File: src/hdl/ddrd_pkg.sv
package ddrd_pkg;

  // Register byte offsets on the Avalon-MM slave
  localparam logic [4:0] REG_STATUS = 5'h00;
  localparam logic [4:0] REG_MR0 = 5'h04;
  localparam logic [4:0] REG_MR1 = 5'h08;
  localparam logic [4:0] REG_MR2 = 5'h0C;
  localparam logic [4:0] REG_MR3 = 5'h10;
  localparam logic [4:0] REG_BURST = 5'h14;
  localparam logic [4:0] REG_DLLK = 5'h18;
  localparam logic [4:0] REG_ERR = 5'h1C;

  // Mode register select codes on the bank address pins
  localparam logic [2:0] MR_SEL_MR0 = 3'h0;
  localparam logic [2:0] MR_SEL_MR1 = 3'h1;
  localparam logic [2:0] MR_SEL_MR2 = 3'h2;
  localparam logic [2:0] MR_SEL_MR3 = 3'h3;

  // Mode register field positions
  localparam int MR0_BL_LSB = 0;
  localparam int MR0_BT_BIT = 3;
  localparam int MR0_DLL_RST_BIT = 8;
  localparam int MR1_DLL_DIS_BIT = 0;
  localparam int MR1_RTT_A2 = 2;
  localparam int MR1_RTT_A6 = 6;
  localparam int MR1_RTT_A9 = 9;
  localparam int COL_BC_BIT = 12;

  // Burst length field codes
  localparam logic [1:0] BL_FIXED8 = 2'h0;
  localparam logic [1:0] BL_OTF = 2'h1;
  localparam logic [1:0] BL_FIXED4 = 2'h2;

  localparam logic [15:0] DLLK_DEFAULT = 16'h0200;
  localparam logic [14:0] MR_RESET_VAL = 15'h0000;
  localparam logic [31:0] READ_ZERO = 32'h0000_0000;

  typedef enum logic [1:0] {
    DDRD_ST_RESET,
    DDRD_ST_WAIT_CKE,
    DDRD_ST_ACTIVE
  } ddrd_state_t;

  // Command and address pins as sampled on one clock crossing
  typedef struct packed {
    logic cke;
    logic cs_n;
    logic ras_n;
    logic cas_n;
    logic we_n;
    logic odt;
    logic [2:0] ba;
    logic [14:0] addr;
  } ddrd_cmd_t;

  // Column order of one burst and the beats that carry data
  typedef struct packed {
    logic [7:0] active;
    logic [23:0] order;
  } ddrd_burst_t;

endpackage

File: src/hdl/ddrd_burst_order.sv
`timescale 1ns/10ps
`default_nettype none
module ddrd_burst_order import ddrd_pkg::*; (
  input wire logic [2:0] start_col_in,
  input wire logic interleaved_in,
  input wire logic chop_in,
  input wire logic is_write_in,
  output ddrd_burst_t burst_out
);

  // One column index per beat; writes ignore the low start bits
  for (genvar i = 0; i < 8; i++) begin : g_beat
    localparam logic [2:0] BEAT = 3'(i);
    logic [2:0] col;
    always_comb begin
      if (is_write_in) begin
        col = chop_in ? {start_col_in[2], BEAT[1:0]} : BEAT; // RULE_23
      end else if (interleaved_in) begin
        col = start_col_in ^ BEAT; // RULE_22
      end else begin
        col = {start_col_in[2] ^ BEAT[2], 2'(start_col_in[1:0] + BEAT[1:0])}; // RULE_22
      end
    end
    assign burst_out.order[3*i +: 3] = col;
    // Chopped bursts carry only the first four beats
    assign burst_out.active[i] = !chop_in || (i < 4); // RULE_23
  end

endmodule
`default_nettype wire

File: src/hdl/ddrd_top.sv
// Functional notes
// [RULE_01] Controller waits 500 us after reset release before raising CKE.
// [RULE_02] Clock runs stable for max of 10 ns or 5 periods before CKE.
// [RULE_03] A NOP or deselect is registered before CKE goes high.
// [RULE_04] CKE stays high from first registration until initialization ends.
// [RULE_05] Termination stays off in reset and until CKE is first registered high.
// [RULE_06] Controller holds ODT static during init, low if nominal termination enabled.
// [RULE_07] Controller waits tXPR after CKE high before the first mode register load.
// [RULE_08] Load order is MR2, MR3, MR1 with DLL on, then MR0 with DLL reset.
// [RULE_09] Bank address bits pick the mode register, 0 to 3.
// [RULE_10] MR1 bit 0 low enables the DLL; MR0 bit 8 high resets it.
// [RULE_11] Long ZQ calibration follows MR0; wait DLL lock and ZQ init.
// [RULE_12] Warm reset: reset low 100 ns, CKE low 10 ns, then redo sequence.
// [RULE_13] Mode registers are undefined after reset until fully written.
// [RULE_14] Each mode register load supplies every field.
// [RULE_15] Mode register loads and DLL resets leave the array untouched.
// [RULE_16] Successive mode register loads are spaced by tMRD.
// [RULE_17] Only NOP, deselect or load follow a load within tMOD.
// [RULE_18] Mode registers are rewritten in normal operation only when idle.
// [RULE_19] Load command is CS, RAS, CAS, WE all low; opcode on address.
// [RULE_20] MR0 bit 3 picks sequential or interleaved burst order.
// [RULE_21] MR0 bits 1:0 pick chop-4, 8, or on-the-fly via column bit 12.
// [RULE_22] Read order wraps sequentially in a half, or start XOR beat.
// [RULE_23] Chopped reads drive four beats; chopped writes use column half by bit 2.
// [RULE_24] DLL reset bit self-clears; reads wait tDLLK after a DLL reset.
// [RULE_25] Controller times its waits with configurable cycle counters.
`timescale 1ns/10ps
`default_nettype none
module ddrd_top import ddrd_pkg::*; #(
  parameter logic [15:0] DLLK_CYCLES = DLLK_DEFAULT
) (
  input wire logic sys_clk_in,
  input wire logic rst_in,
  input wire logic [4:0] avs_address_in,
  input wire logic avs_read_in,
  input wire logic avs_write_in,
  input wire logic [31:0] avs_writedata_in,
  output logic [31:0] avs_readdata_out,
  output logic avs_waitrequest_out,
  input wire logic mem_reset_n_in,
  input wire logic mem_ck_in,
  input wire logic mem_cke_in,
  input wire logic mem_cs_n_in,
  input wire logic mem_ras_n_in,
  input wire logic mem_cas_n_in,
  input wire logic mem_we_n_in,
  input wire logic [2:0] mem_ba_in,
  input wire logic [14:0] mem_addr_in,
  input wire logic mem_odt_in,
  output logic term_en_out,
  output logic dll_locked_out,
  output logic init_done_out
);

  if (DLLK_CYCLES == 16'h0000) begin : g_chk
    $error("DLLK_CYCLES must be at least one");
  end

  ddrd_cmd_t pin_now, cmd_s1_reg, cmd_s2_reg;
  logic rstn_s1_reg, rstn_s2_reg;
  logic [2:0] ck_sync_reg;
  ddrd_state_t state_reg;
  logic [14:0] mr_reg [4];
  logic [3:0] mr_valid_reg;
  logic [15:0] dllk_cfg_reg, dllk_cnt_reg;
  logic dll_locked_reg, term_en_reg, init_done_reg;
  logic [1:0] err_reg;
  logic [31:0] burst_reg, readdata_reg;
  logic waitreq_reg;
  ddrd_burst_t burst_calc;
  logic ck_rise, cmd_valid, is_mrs, is_rdwr, chop;
  logic bus_req, bus_grant;

  assign pin_now = '{cke: mem_cke_in, cs_n: mem_cs_n_in, ras_n: mem_ras_n_in,
                     cas_n: mem_cas_n_in, we_n: mem_we_n_in, odt: mem_odt_in,
                     ba: mem_ba_in, addr: mem_addr_in};

  // Two-stage synchronisers for every pin, three stages for CK
  always_ff @(posedge sys_clk_in) begin
    cmd_s1_reg <= pin_now;
    cmd_s2_reg <= cmd_s1_reg;
    rstn_s1_reg <= mem_reset_n_in;
    rstn_s2_reg <= rstn_s1_reg;
    ck_sync_reg <= {ck_sync_reg[1:0], mem_ck_in};
  end

  // Edge taken from the second and third stages only
  assign ck_rise = ck_sync_reg[1] && !ck_sync_reg[2];
  assign cmd_valid = ck_rise && state_reg == DDRD_ST_ACTIVE && cmd_s2_reg.cke &&
                     !cmd_s2_reg.cs_n;
  assign is_mrs = cmd_valid && !cmd_s2_reg.ras_n && !cmd_s2_reg.cas_n &&
                  !cmd_s2_reg.we_n; // RULE_19
  assign is_rdwr = cmd_valid && cmd_s2_reg.ras_n && !cmd_s2_reg.cas_n;

  // Power-up sequencing; the reset pin restarts it from any state
  always_ff @(posedge sys_clk_in) begin
    if (rst_in || !rstn_s2_reg) begin
      state_reg <= DDRD_ST_RESET;
    end else begin
      case (state_reg)
        DDRD_ST_RESET: state_reg <= DDRD_ST_WAIT_CKE;
        DDRD_ST_WAIT_CKE: begin
          if (ck_rise && cmd_s2_reg.cke) begin
            state_reg <= DDRD_ST_ACTIVE;
          end
        end
        DDRD_ST_ACTIVE: state_reg <= DDRD_ST_ACTIVE;
        default: state_reg <= DDRD_ST_RESET;
      endcase
    end
  end

  // Termination only once CKE has been seen high after reset
  always_ff @(posedge sys_clk_in) begin
    if (rst_in || !rstn_s2_reg) begin
      term_en_reg <= 1'b0; // RULE_05
    end else if (state_reg != DDRD_ST_ACTIVE) begin
      term_en_reg <= 1'b0; // RULE_05
    end else if (ck_rise) begin
      term_en_reg <= cmd_s2_reg.odt &&
                     (mr_reg[1][MR1_RTT_A2] || mr_reg[1][MR1_RTT_A6] || mr_reg[1][MR1_RTT_A9]);
    end
  end

  // Mode registers; loads touch only these, never array contents
  always_ff @(posedge sys_clk_in) begin
    if (rst_in || !rstn_s2_reg) begin
      for (int i = 0; i < 4; i++) begin
        mr_reg[i] <= MR_RESET_VAL;
      end
      mr_valid_reg <= 4'h0;
    end else begin
      if (is_mrs && !cmd_s2_reg.ba[2]) begin
        mr_reg[cmd_s2_reg.ba[1:0]] <= cmd_s2_reg.addr; // RULE_09
        mr_valid_reg[cmd_s2_reg.ba[1:0]] <= 1'b1; // RULE_15
      end else if (mr_reg[0][MR0_DLL_RST_BIT]) begin
        mr_reg[0][MR0_DLL_RST_BIT] <= 1'b0; // RULE_24
      end
    end
  end

  // DLL lock timer, counted in CK edges; needs the DLL enabled in MR1
  always_ff @(posedge sys_clk_in) begin
    if (rst_in || !rstn_s2_reg) begin
      dllk_cnt_reg <= 16'h0000;
      dll_locked_reg <= 1'b0;
    end else if (is_mrs && cmd_s2_reg.ba == MR_SEL_MR0 && cmd_s2_reg.addr[MR0_DLL_RST_BIT]) begin
      dllk_cnt_reg <= 16'h0000; // RULE_10
      dll_locked_reg <= 1'b0; // RULE_24
    end else if (is_mrs && cmd_s2_reg.ba == MR_SEL_MR1 && cmd_s2_reg.addr[MR1_DLL_DIS_BIT]) begin
      dll_locked_reg <= 1'b0; // RULE_10
    end else if (ck_rise && !mr_reg[1][MR1_DLL_DIS_BIT] && mr_valid_reg[0] && !dll_locked_reg) begin
      dllk_cnt_reg <= dllk_cnt_reg + 16'h0001;
      dll_locked_reg <= (dllk_cnt_reg + 16'h0001) >= dllk_cfg_reg; // RULE_24
    end
  end

  always_ff @(posedge sys_clk_in) begin
    if (rst_in) begin
      init_done_reg <= 1'b0;
    end else begin
      init_done_reg <= state_reg == DDRD_ST_ACTIVE && (&mr_valid_reg) && dll_locked_reg; // RULE_13
    end
  end

  // Burst length: fixed chop, fixed eight, or column bit 12 on the fly
  always_comb begin
    case (mr_reg[0][MR0_BL_LSB +: 2])
      BL_FIXED4: chop = 1'b1; // RULE_21
      BL_OTF: chop = !cmd_s2_reg.addr[COL_BC_BIT]; // RULE_21
      default: chop = 1'b0;
    endcase
  end

  ddrd_burst_order u_order (
    .start_col_in(cmd_s2_reg.addr[2:0]),
    .interleaved_in(mr_reg[0][MR0_BT_BIT]), // RULE_20
    .chop_in(chop),
    .is_write_in(!cmd_s2_reg.we_n),
    .burst_out(burst_calc)
  );

  // Latest burst plan, held for software to inspect
  always_ff @(posedge sys_clk_in) begin
    if (rst_in) begin
      burst_reg <= READ_ZERO;
    end else if (is_rdwr) begin
      burst_reg <= burst_calc; // RULE_22
    end
  end

  // Avalon slave: one wait cycle per request, then a one-cycle grant
  assign bus_req = avs_read_in || avs_write_in;
  assign bus_grant = bus_req && !waitreq_reg;
  always_ff @(posedge sys_clk_in) begin
    if (rst_in) begin
      waitreq_reg <= 1'b1;
    end else begin
      waitreq_reg <= !(bus_req && waitreq_reg);
    end
  end

  always_ff @(posedge sys_clk_in) begin
    if (rst_in) begin
      dllk_cfg_reg <= DLLK_CYCLES;
    end else if (bus_grant && avs_write_in && avs_address_in == REG_DLLK) begin
      dllk_cfg_reg <= (avs_writedata_in[15:0] == 16'h0000) ? 16'h0001 : avs_writedata_in[15:0];
    end
  end

  // Sticky faults: early read, bad mode register select; set beats clear
  always_ff @(posedge sys_clk_in) begin
    if (rst_in) begin
      err_reg <= 2'h0;
    end else begin
      err_reg <= (err_reg & ~((bus_grant && avs_write_in && avs_address_in == REG_ERR) ?
                             avs_writedata_in[1:0] : 2'h0)) |
                 {is_mrs && cmd_s2_reg.ba[2], is_rdwr && cmd_s2_reg.we_n && !dll_locked_reg};
    end
  end

  always_ff @(posedge sys_clk_in) begin
    if (rst_in) begin
      readdata_reg <= READ_ZERO;
    end else if (bus_req && waitreq_reg) begin
      case (avs_address_in)
        REG_STATUS: readdata_reg <= 32'({init_done_reg, dll_locked_reg, term_en_reg,
                                         mr_valid_reg, state_reg});
        REG_MR0: readdata_reg <= 32'(mr_reg[0]);
        REG_MR1: readdata_reg <= 32'(mr_reg[1]);
        REG_MR2: readdata_reg <= 32'(mr_reg[2]);
        REG_MR3: readdata_reg <= 32'(mr_reg[3]);
        REG_BURST: readdata_reg <= burst_reg;
        REG_DLLK: readdata_reg <= 32'(dllk_cfg_reg);
        REG_ERR: readdata_reg <= 32'(err_reg);
        default: readdata_reg <= READ_ZERO;
      endcase
    end
  end

  assign avs_readdata_out = readdata_reg;
  assign avs_waitrequest_out = waitreq_reg;
  assign term_en_out = term_en_reg;
  assign dll_locked_out = dll_locked_reg;
  assign init_done_out = init_done_reg;

  property p_term_off_early;
    @(posedge sys_clk_in) disable iff (rst_in)
      state_reg != DDRD_ST_ACTIVE |=> !term_en_reg;
  endproperty
  a_term_off_early: assert property (p_term_off_early) else $error("termination on before CKE"); // RULE_05

  property p_mrs_select;
    @(posedge sys_clk_in) disable iff (rst_in || !rstn_s2_reg)
      is_mrs && cmd_s2_reg.ba == MR_SEL_MR2 |=> mr_reg[2] == $past(cmd_s2_reg.addr) && mr_valid_reg[2];
  endproperty
  a_mrs_select: assert property (p_mrs_select) else $error("MR2 load lost"); // RULE_09

  property p_dll_selfclear;
    @(posedge sys_clk_in) disable iff (rst_in || !rstn_s2_reg)
      $rose(mr_reg[0][MR0_DLL_RST_BIT]) ##1 !is_mrs |-> !mr_reg[0][MR0_DLL_RST_BIT];
  endproperty
  a_dll_selfclear: assert property (p_dll_selfclear) else $error("DLL reset bit stuck"); // RULE_24

  property p_dll_relock;
    @(posedge sys_clk_in) disable iff (rst_in || !rstn_s2_reg)
      is_mrs && cmd_s2_reg.ba == MR_SEL_MR0 && cmd_s2_reg.addr[MR0_DLL_RST_BIT]
      |=> !dll_locked_reg ##1 !dll_locked_reg;
  endproperty
  a_dll_relock: assert property (p_dll_relock) else $error("DLL lock kept across reset"); // RULE_24

  property p_dll_disable;
    @(posedge sys_clk_in) disable iff (rst_in || !rstn_s2_reg)
      is_mrs && cmd_s2_reg.ba == MR_SEL_MR1 && cmd_s2_reg.addr[MR1_DLL_DIS_BIT] |=> !dll_locked_reg;
  endproperty
  a_dll_disable: assert property (p_dll_disable) else $error("DLL locked while disabled"); // RULE_10

  property p_chop_beats;
    @(posedge sys_clk_in) disable iff (rst_in)
      is_rdwr && chop |=> burst_reg[31:24] == 8'h0F;
  endproperty
  a_chop_beats: assert property (p_chop_beats) else $error("chopped burst drives late beats"); // RULE_23

  property p_interleave;
    @(posedge sys_clk_in) disable iff (rst_in)
      is_rdwr && cmd_s2_reg.we_n && mr_reg[0][MR0_BT_BIT]
      |=> burst_reg[5:3] == ($past(cmd_s2_reg.addr[2:0]) ^ 3'h1);
  endproperty
  a_interleave: assert property (p_interleave) else $error("interleaved beat one wrong"); // RULE_20

  property p_otf_chop;
    @(posedge sys_clk_in) disable iff (rst_in)
      is_rdwr && mr_reg[0][1:0] == BL_OTF && cmd_s2_reg.addr[COL_BC_BIT]
      |=> burst_reg[31:24] == 8'hFF;
  endproperty
  a_otf_chop: assert property (p_otf_chop) else $error("on-the-fly burst of eight chopped"); // RULE_21

  property p_seq_wrap;
    @(posedge sys_clk_in) disable iff (rst_in)
      is_rdwr && cmd_s2_reg.we_n && !mr_reg[0][MR0_BT_BIT] && cmd_s2_reg.addr[1:0] == 2'h3
      |=> burst_reg[5:3] == {burst_reg[2], 2'h0};
  endproperty
  a_seq_wrap: assert property (p_seq_wrap) else $error("sequential wrap wrong"); // RULE_22

endmodule
`default_nettype wire

File: config.mk
export PLATFORM = sky130hd
export DESIGN_NAME = ddrd_top
export DESIGN_NICKNAME = d
export VERILOG_FILES = /design/src/hdl/ddrd_pkg.sv /design/src/hdl/ddrd_burst_order.sv /design/src/hdl/ddrd_top.sv
export SDC_FILE = /design/constraint.sdc
export NUM_CORES = 1
export LEC_CHECK = 0
export ABC_AREA = 1
export BUFFER_PORTS_ARGS = -buffer_cell sky130_fd_sc_hd__clkbuf_2
export CORE_ASPECT_RATIO = 0.5
export CORE_MARGIN = 8
export CORE_UTILIZATION = 25
export CTS_CLUSTER_DIAMETER = 40
export DETAILED_ROUTE_END_ITERATION = 10
export GPL_TIMING_DRIVEN = 0
export MAX_ROUTING_LAYER = met4
export PLACE_DENSITY = 0.45
export SYNTH_ARGS = -nofsm -noshare
export SYNTH_HDL_FRONTEND = slang
export SYNTH_SLANG_ARGS = --single-unit
export TNS_END_PERCENT = 10
File: constraint.sdc
create_clock -name sys_clk_in -period 2.2 [get_ports sys_clk_in]
set_input_delay 0.44 -clock sys_clk_in [delete_from_list [all_inputs] [get_ports sys_clk_in]]
set_output_delay 0.44 -clock sys_clk_in [all_outputs]
set_load 0.005 [all_outputs]
==> key figures <==
STA
  – Relative slew margins: between 40% and 50%
  – Slew @ Worst Pin: between 0.8 and 0.9 ns
  – Setup ws final: -0.143 ns
  – Setup Skew: 0.0139 ns
  – Slew Limit Fails: 0
  – Fmax: around 430 MHz
  – Period utilisation layout: 107%
  – Post-route setup TNS: -0.143 ns
  – Final setup violation count: 1
  – RSZ-0062 raised after global routing: true
  – Hold Fails Final Rpt: 0
  – Final min period: 2.34 ns

GRT
  – Largest net degree at the start of global routing: 19
  – Vias in the first global route: 6,297
  – Gr usage total: a little under an eighth
  – Layer with the highest usage: met2
  – Global route overflow: 0
  – Met3 usage: 2.94%
  – Initial antenna violation count: 0
  – First-pass GRT wire length: 34,600 um
  – Grt met1 use: 14.3%
  – Global Route met2 Usage: 20.2%

Critical path
  – Worst r2r src: dllk_cnt_reg[0]
  – R2r endpoint: dll_locked_out
  – Worst setup path class: register to register
  – CP Launch Type: register
  – Crit path cell chain: ha_4 > nand3_4 > nor2_4 > nand2_2 > nor2_4 > buf_6 > nand2_4 > xor2_4 > ha_4 > nand4_1 > nor3_4 > nand3_1 > nand3_2 > nand2_1 > a21oi_1
  – CP max-delay cell: dfxtp_2
  – Required time of the critical path: 2.58 ns
  – Worst Path Arrival: about 2.7 ns
  – Top Family by Delay on Critical Path: simple AND/OR/NAND/NOR gates
  – Worst path depth: 15
  – Crit-path max FO: 2
  – CP peak stage delay: around 0.36 ns
  – Crit path buffers/inverters: 1
  – CP endpoint kind: register
  – R2R Setup Slk: -0.14 ns
  – Reg2Reg Depth: 15

Power and ir drop
  – Pwr dens: 723 nW/um^2
  – Maximum vdd drop: 502 uV
  – Leakage: 0.00443 uW

Cells and area
  – Max FFs per register: 60
  – Nets: 1,167
  – Synth-to-layout area growth: 23.2%
  – Cell Count, Final, Fillers Out: ~1,500
  – Ratio of cells with drive above 1 in the final layout: 19.9%
  – Area of the multi-input gates: 3270 um^2
  – FILL cells: ~3,400
  – Fin area: 9980 um^2
  – Ant diodes: 0
  – FF/Latch Area: 4450 um^2

Die
  – Rows: 46
  – Die H: 143 um
  – Die width: roughly 270 um
  – IO Pins: 103
  – Core Box Area: 31,800 um^2
  – Die ar.: 38,800 um^2
  – Initial Util: 25.5%

Logic synthesis
  – Mapped Avg Cell Area: roughly 8.4 um^2
  – Dominant cell type by area after synthesis: dfxtp_1
  – Mapped Nets: 1,051
  – Most frequent cells after synthesis: 274 x nand2_1, 134 x nor2_1, 132 x dfxtp_1
  – Cell area after synthesis: roughly 8100 um^2
  – Syn Inst Count: 962
  – Top post-synthesis cells by area: dfxtp_1 33%, edfxtp_1 22%, nand2_1 13%
  – Synth async-reset ratio: 0%
  – Post-synth EDFFs: 60
  – Synthesized flop and latch total: 192
  – Warnings, synthesis: 0
  – Commonest register cell after synthesis: dfxtp_1
  – Distinct cells, synth: 40
  – Most numerous cell in the Yosys netlist: nand2_1
  – Sequential area share after synthesis: 54.8%
  – Area fraction of the dominant cell type after synthesis: 32.6%

Detailed routing
  – First-pass iteration count of the detailed router: 5
  – DR WL/cell: 14.7 um
  – DRC marker count from the first detailed-route iteration: 372
  – DR vias/cell: 4.16
  – ANT nets after route: 0
  – Routed vias: 6,333
  – # DRC: 0
  – Routed WL: between 20,000 and 25,000 um

Job
  – Max cap viols: 0

Clocking
  – Clock Path Buffers: 2
  – Skew-Pair Late Insertion Delay: 0.45 ns
  – Root Buffer: clkbuf_16
  – Total CTS buffers: 17
  – CTS tree: built
  – Clock sink total: between 150 and 200
  – Clk slew on worst S/H paths: 0.08 ns
  – H-Tree Depth: 4

Place
  – Cells after DPL: 1,480
  – Area post-placement: between 9000 and 10,000 um^2
  – Placer Congestion: around 0.9
  – Hpwl dp: 17,400 um
  – IO buf count: 86

Worst hold path
  – Hold Path Sink: rstn_s1_reg
  – Hold Crit Start: mem_reset_n_in
  – Worst Hold Class: input pin to register
  – Hold Path Cell Cnt: 1

Run status
  – Failing checks: setup timing
  – Status: finished with violations
-- how the worst max path moves through the flow --
| stage | from | slack [ns] | end |
|---|---|---|---|
| after global routing | dllk_cnt_reg[0] | -0.26 | dll_locked_out |
| after CTS | dllk_cnt_reg[1] | -0.28 | dll_locked_out |
| after detailed placement | dllk_cnt_reg[0] | -0.70 | dll_locked_out |
| final | dllk_cnt_reg[0] | -0.14 | dll_locked_out |
| after global placement | dllk_cnt_reg[0] | -0.66 | dll_locked_out |
| after floorplan | state_reg[0] | -0.05 | mr_reg[1][0] |
-- logic make-up (layout without fill, tap and decap cells) --
kind of cell / count (synthesis) / in the layout / synth area share [%]
AO/OA/AOI/OAI: 114 / 114 / 7.46
XOR/XNOR: 11 / 11 / 1.19
adder cells (fa/ha/maj): 22 / 22 / 3.40
buffers and inverters: 146 / 275 / 7.61
flip-flops: 192 / 192 / 54.8
AND/OR/NAND/NOR: 477 / 477 / 25.5
-- placed cells by master (no fill, tap or decap), types with 17 or more instances in the layout --
| master | synthesis | routed |
|---|---|---|
| nor2_1 | 134 | 128 |
| clkbuf_2 | 0 | 87 |
| edfxtp_1 | 60 | 60 |
| o21ai_0 | 35 | 31 |
| clkbuf_16 | 0 | 18 |
| nand2_1 | 274 | 264 |
| dfxtp_1 | 132 | 129 |
| a21oi_1 | 65 | 64 |
| inv_1 | 112 | 111 |
| buf_4 | 10 | 20 |
| ha_1 | 22 | 17 |
-- routing by layer --
metal  up-vias  wire length, um
met4         0              380
met2        90            11100
met1      2955            10200
met3        22              754
met5         -                0
li1       3266                -
-- cell type report --
cell class                 count  share of cell area [%]
sequential                   192                    44.6
buffer                        31                    1.89
clock inverter                10                   0.890
inverter                     114                    4.31
timing repair buffer          98                    5.25
multi-input combinational    624                    32.8
tap                          432                    5.42
clock buffer                  22                    4.86
-- where the power goes --
group          total, uW  switching, uW  leakage, uW  internal [uW]
sequential          3810           50.8      0.00175           3760
combinational        340            230      0.00239            110
clock               3060           1450     0.000284           1610
-- timing repair --
item | CTS | global route
buffers inserted | 8 | 4
endpoints found under the setup margin | 61 | 82
resized for setup | 29 | 28
pin swaps | 14 | 14
endpoints found under the hold margin | 0 | 0
hold buffers | 0 | 0
-- worst register-to-register path: stages (launching register included) --
cell and delay, ns:
dfxtp_2 0.36, ha_4 0.15, nand3_4 0.09, nor2_4 0.11, nand2_2 0.07, nor2_4 0.11, buf_6 0.12, nand2_4 0.05
xor2_4 0.16, ha_4 0.27, nand4_1 0.12, nor3_4 0.23, nand3_1 0.11, nand3_2 0.14, nand2_1 0.07, a21oi_1 0.11
-- per-stage QoR --
| step | utilization, % | setup WS, ns | hold WS, ns | total power [uW] |
|---|---|---|---|---|
| floorplan | - | -0.0469 | 0.310 | 4050 |
| global route | 31.4 | -0.265 | 0.0511 | 7530 |
| finish | 31.4 | -0.143 | 0.0832 | 7210 |
| CTS | 30.9 | -0.283 | 0.0584 | 7300 |
| detailed placement | 28.6 | -0.704 | 0.312 | 4230 |
| global placement | 28.6 | -0.661 | 0.310 | 4220 |
No activity file was read; power rests on OpenSTA's default activity.
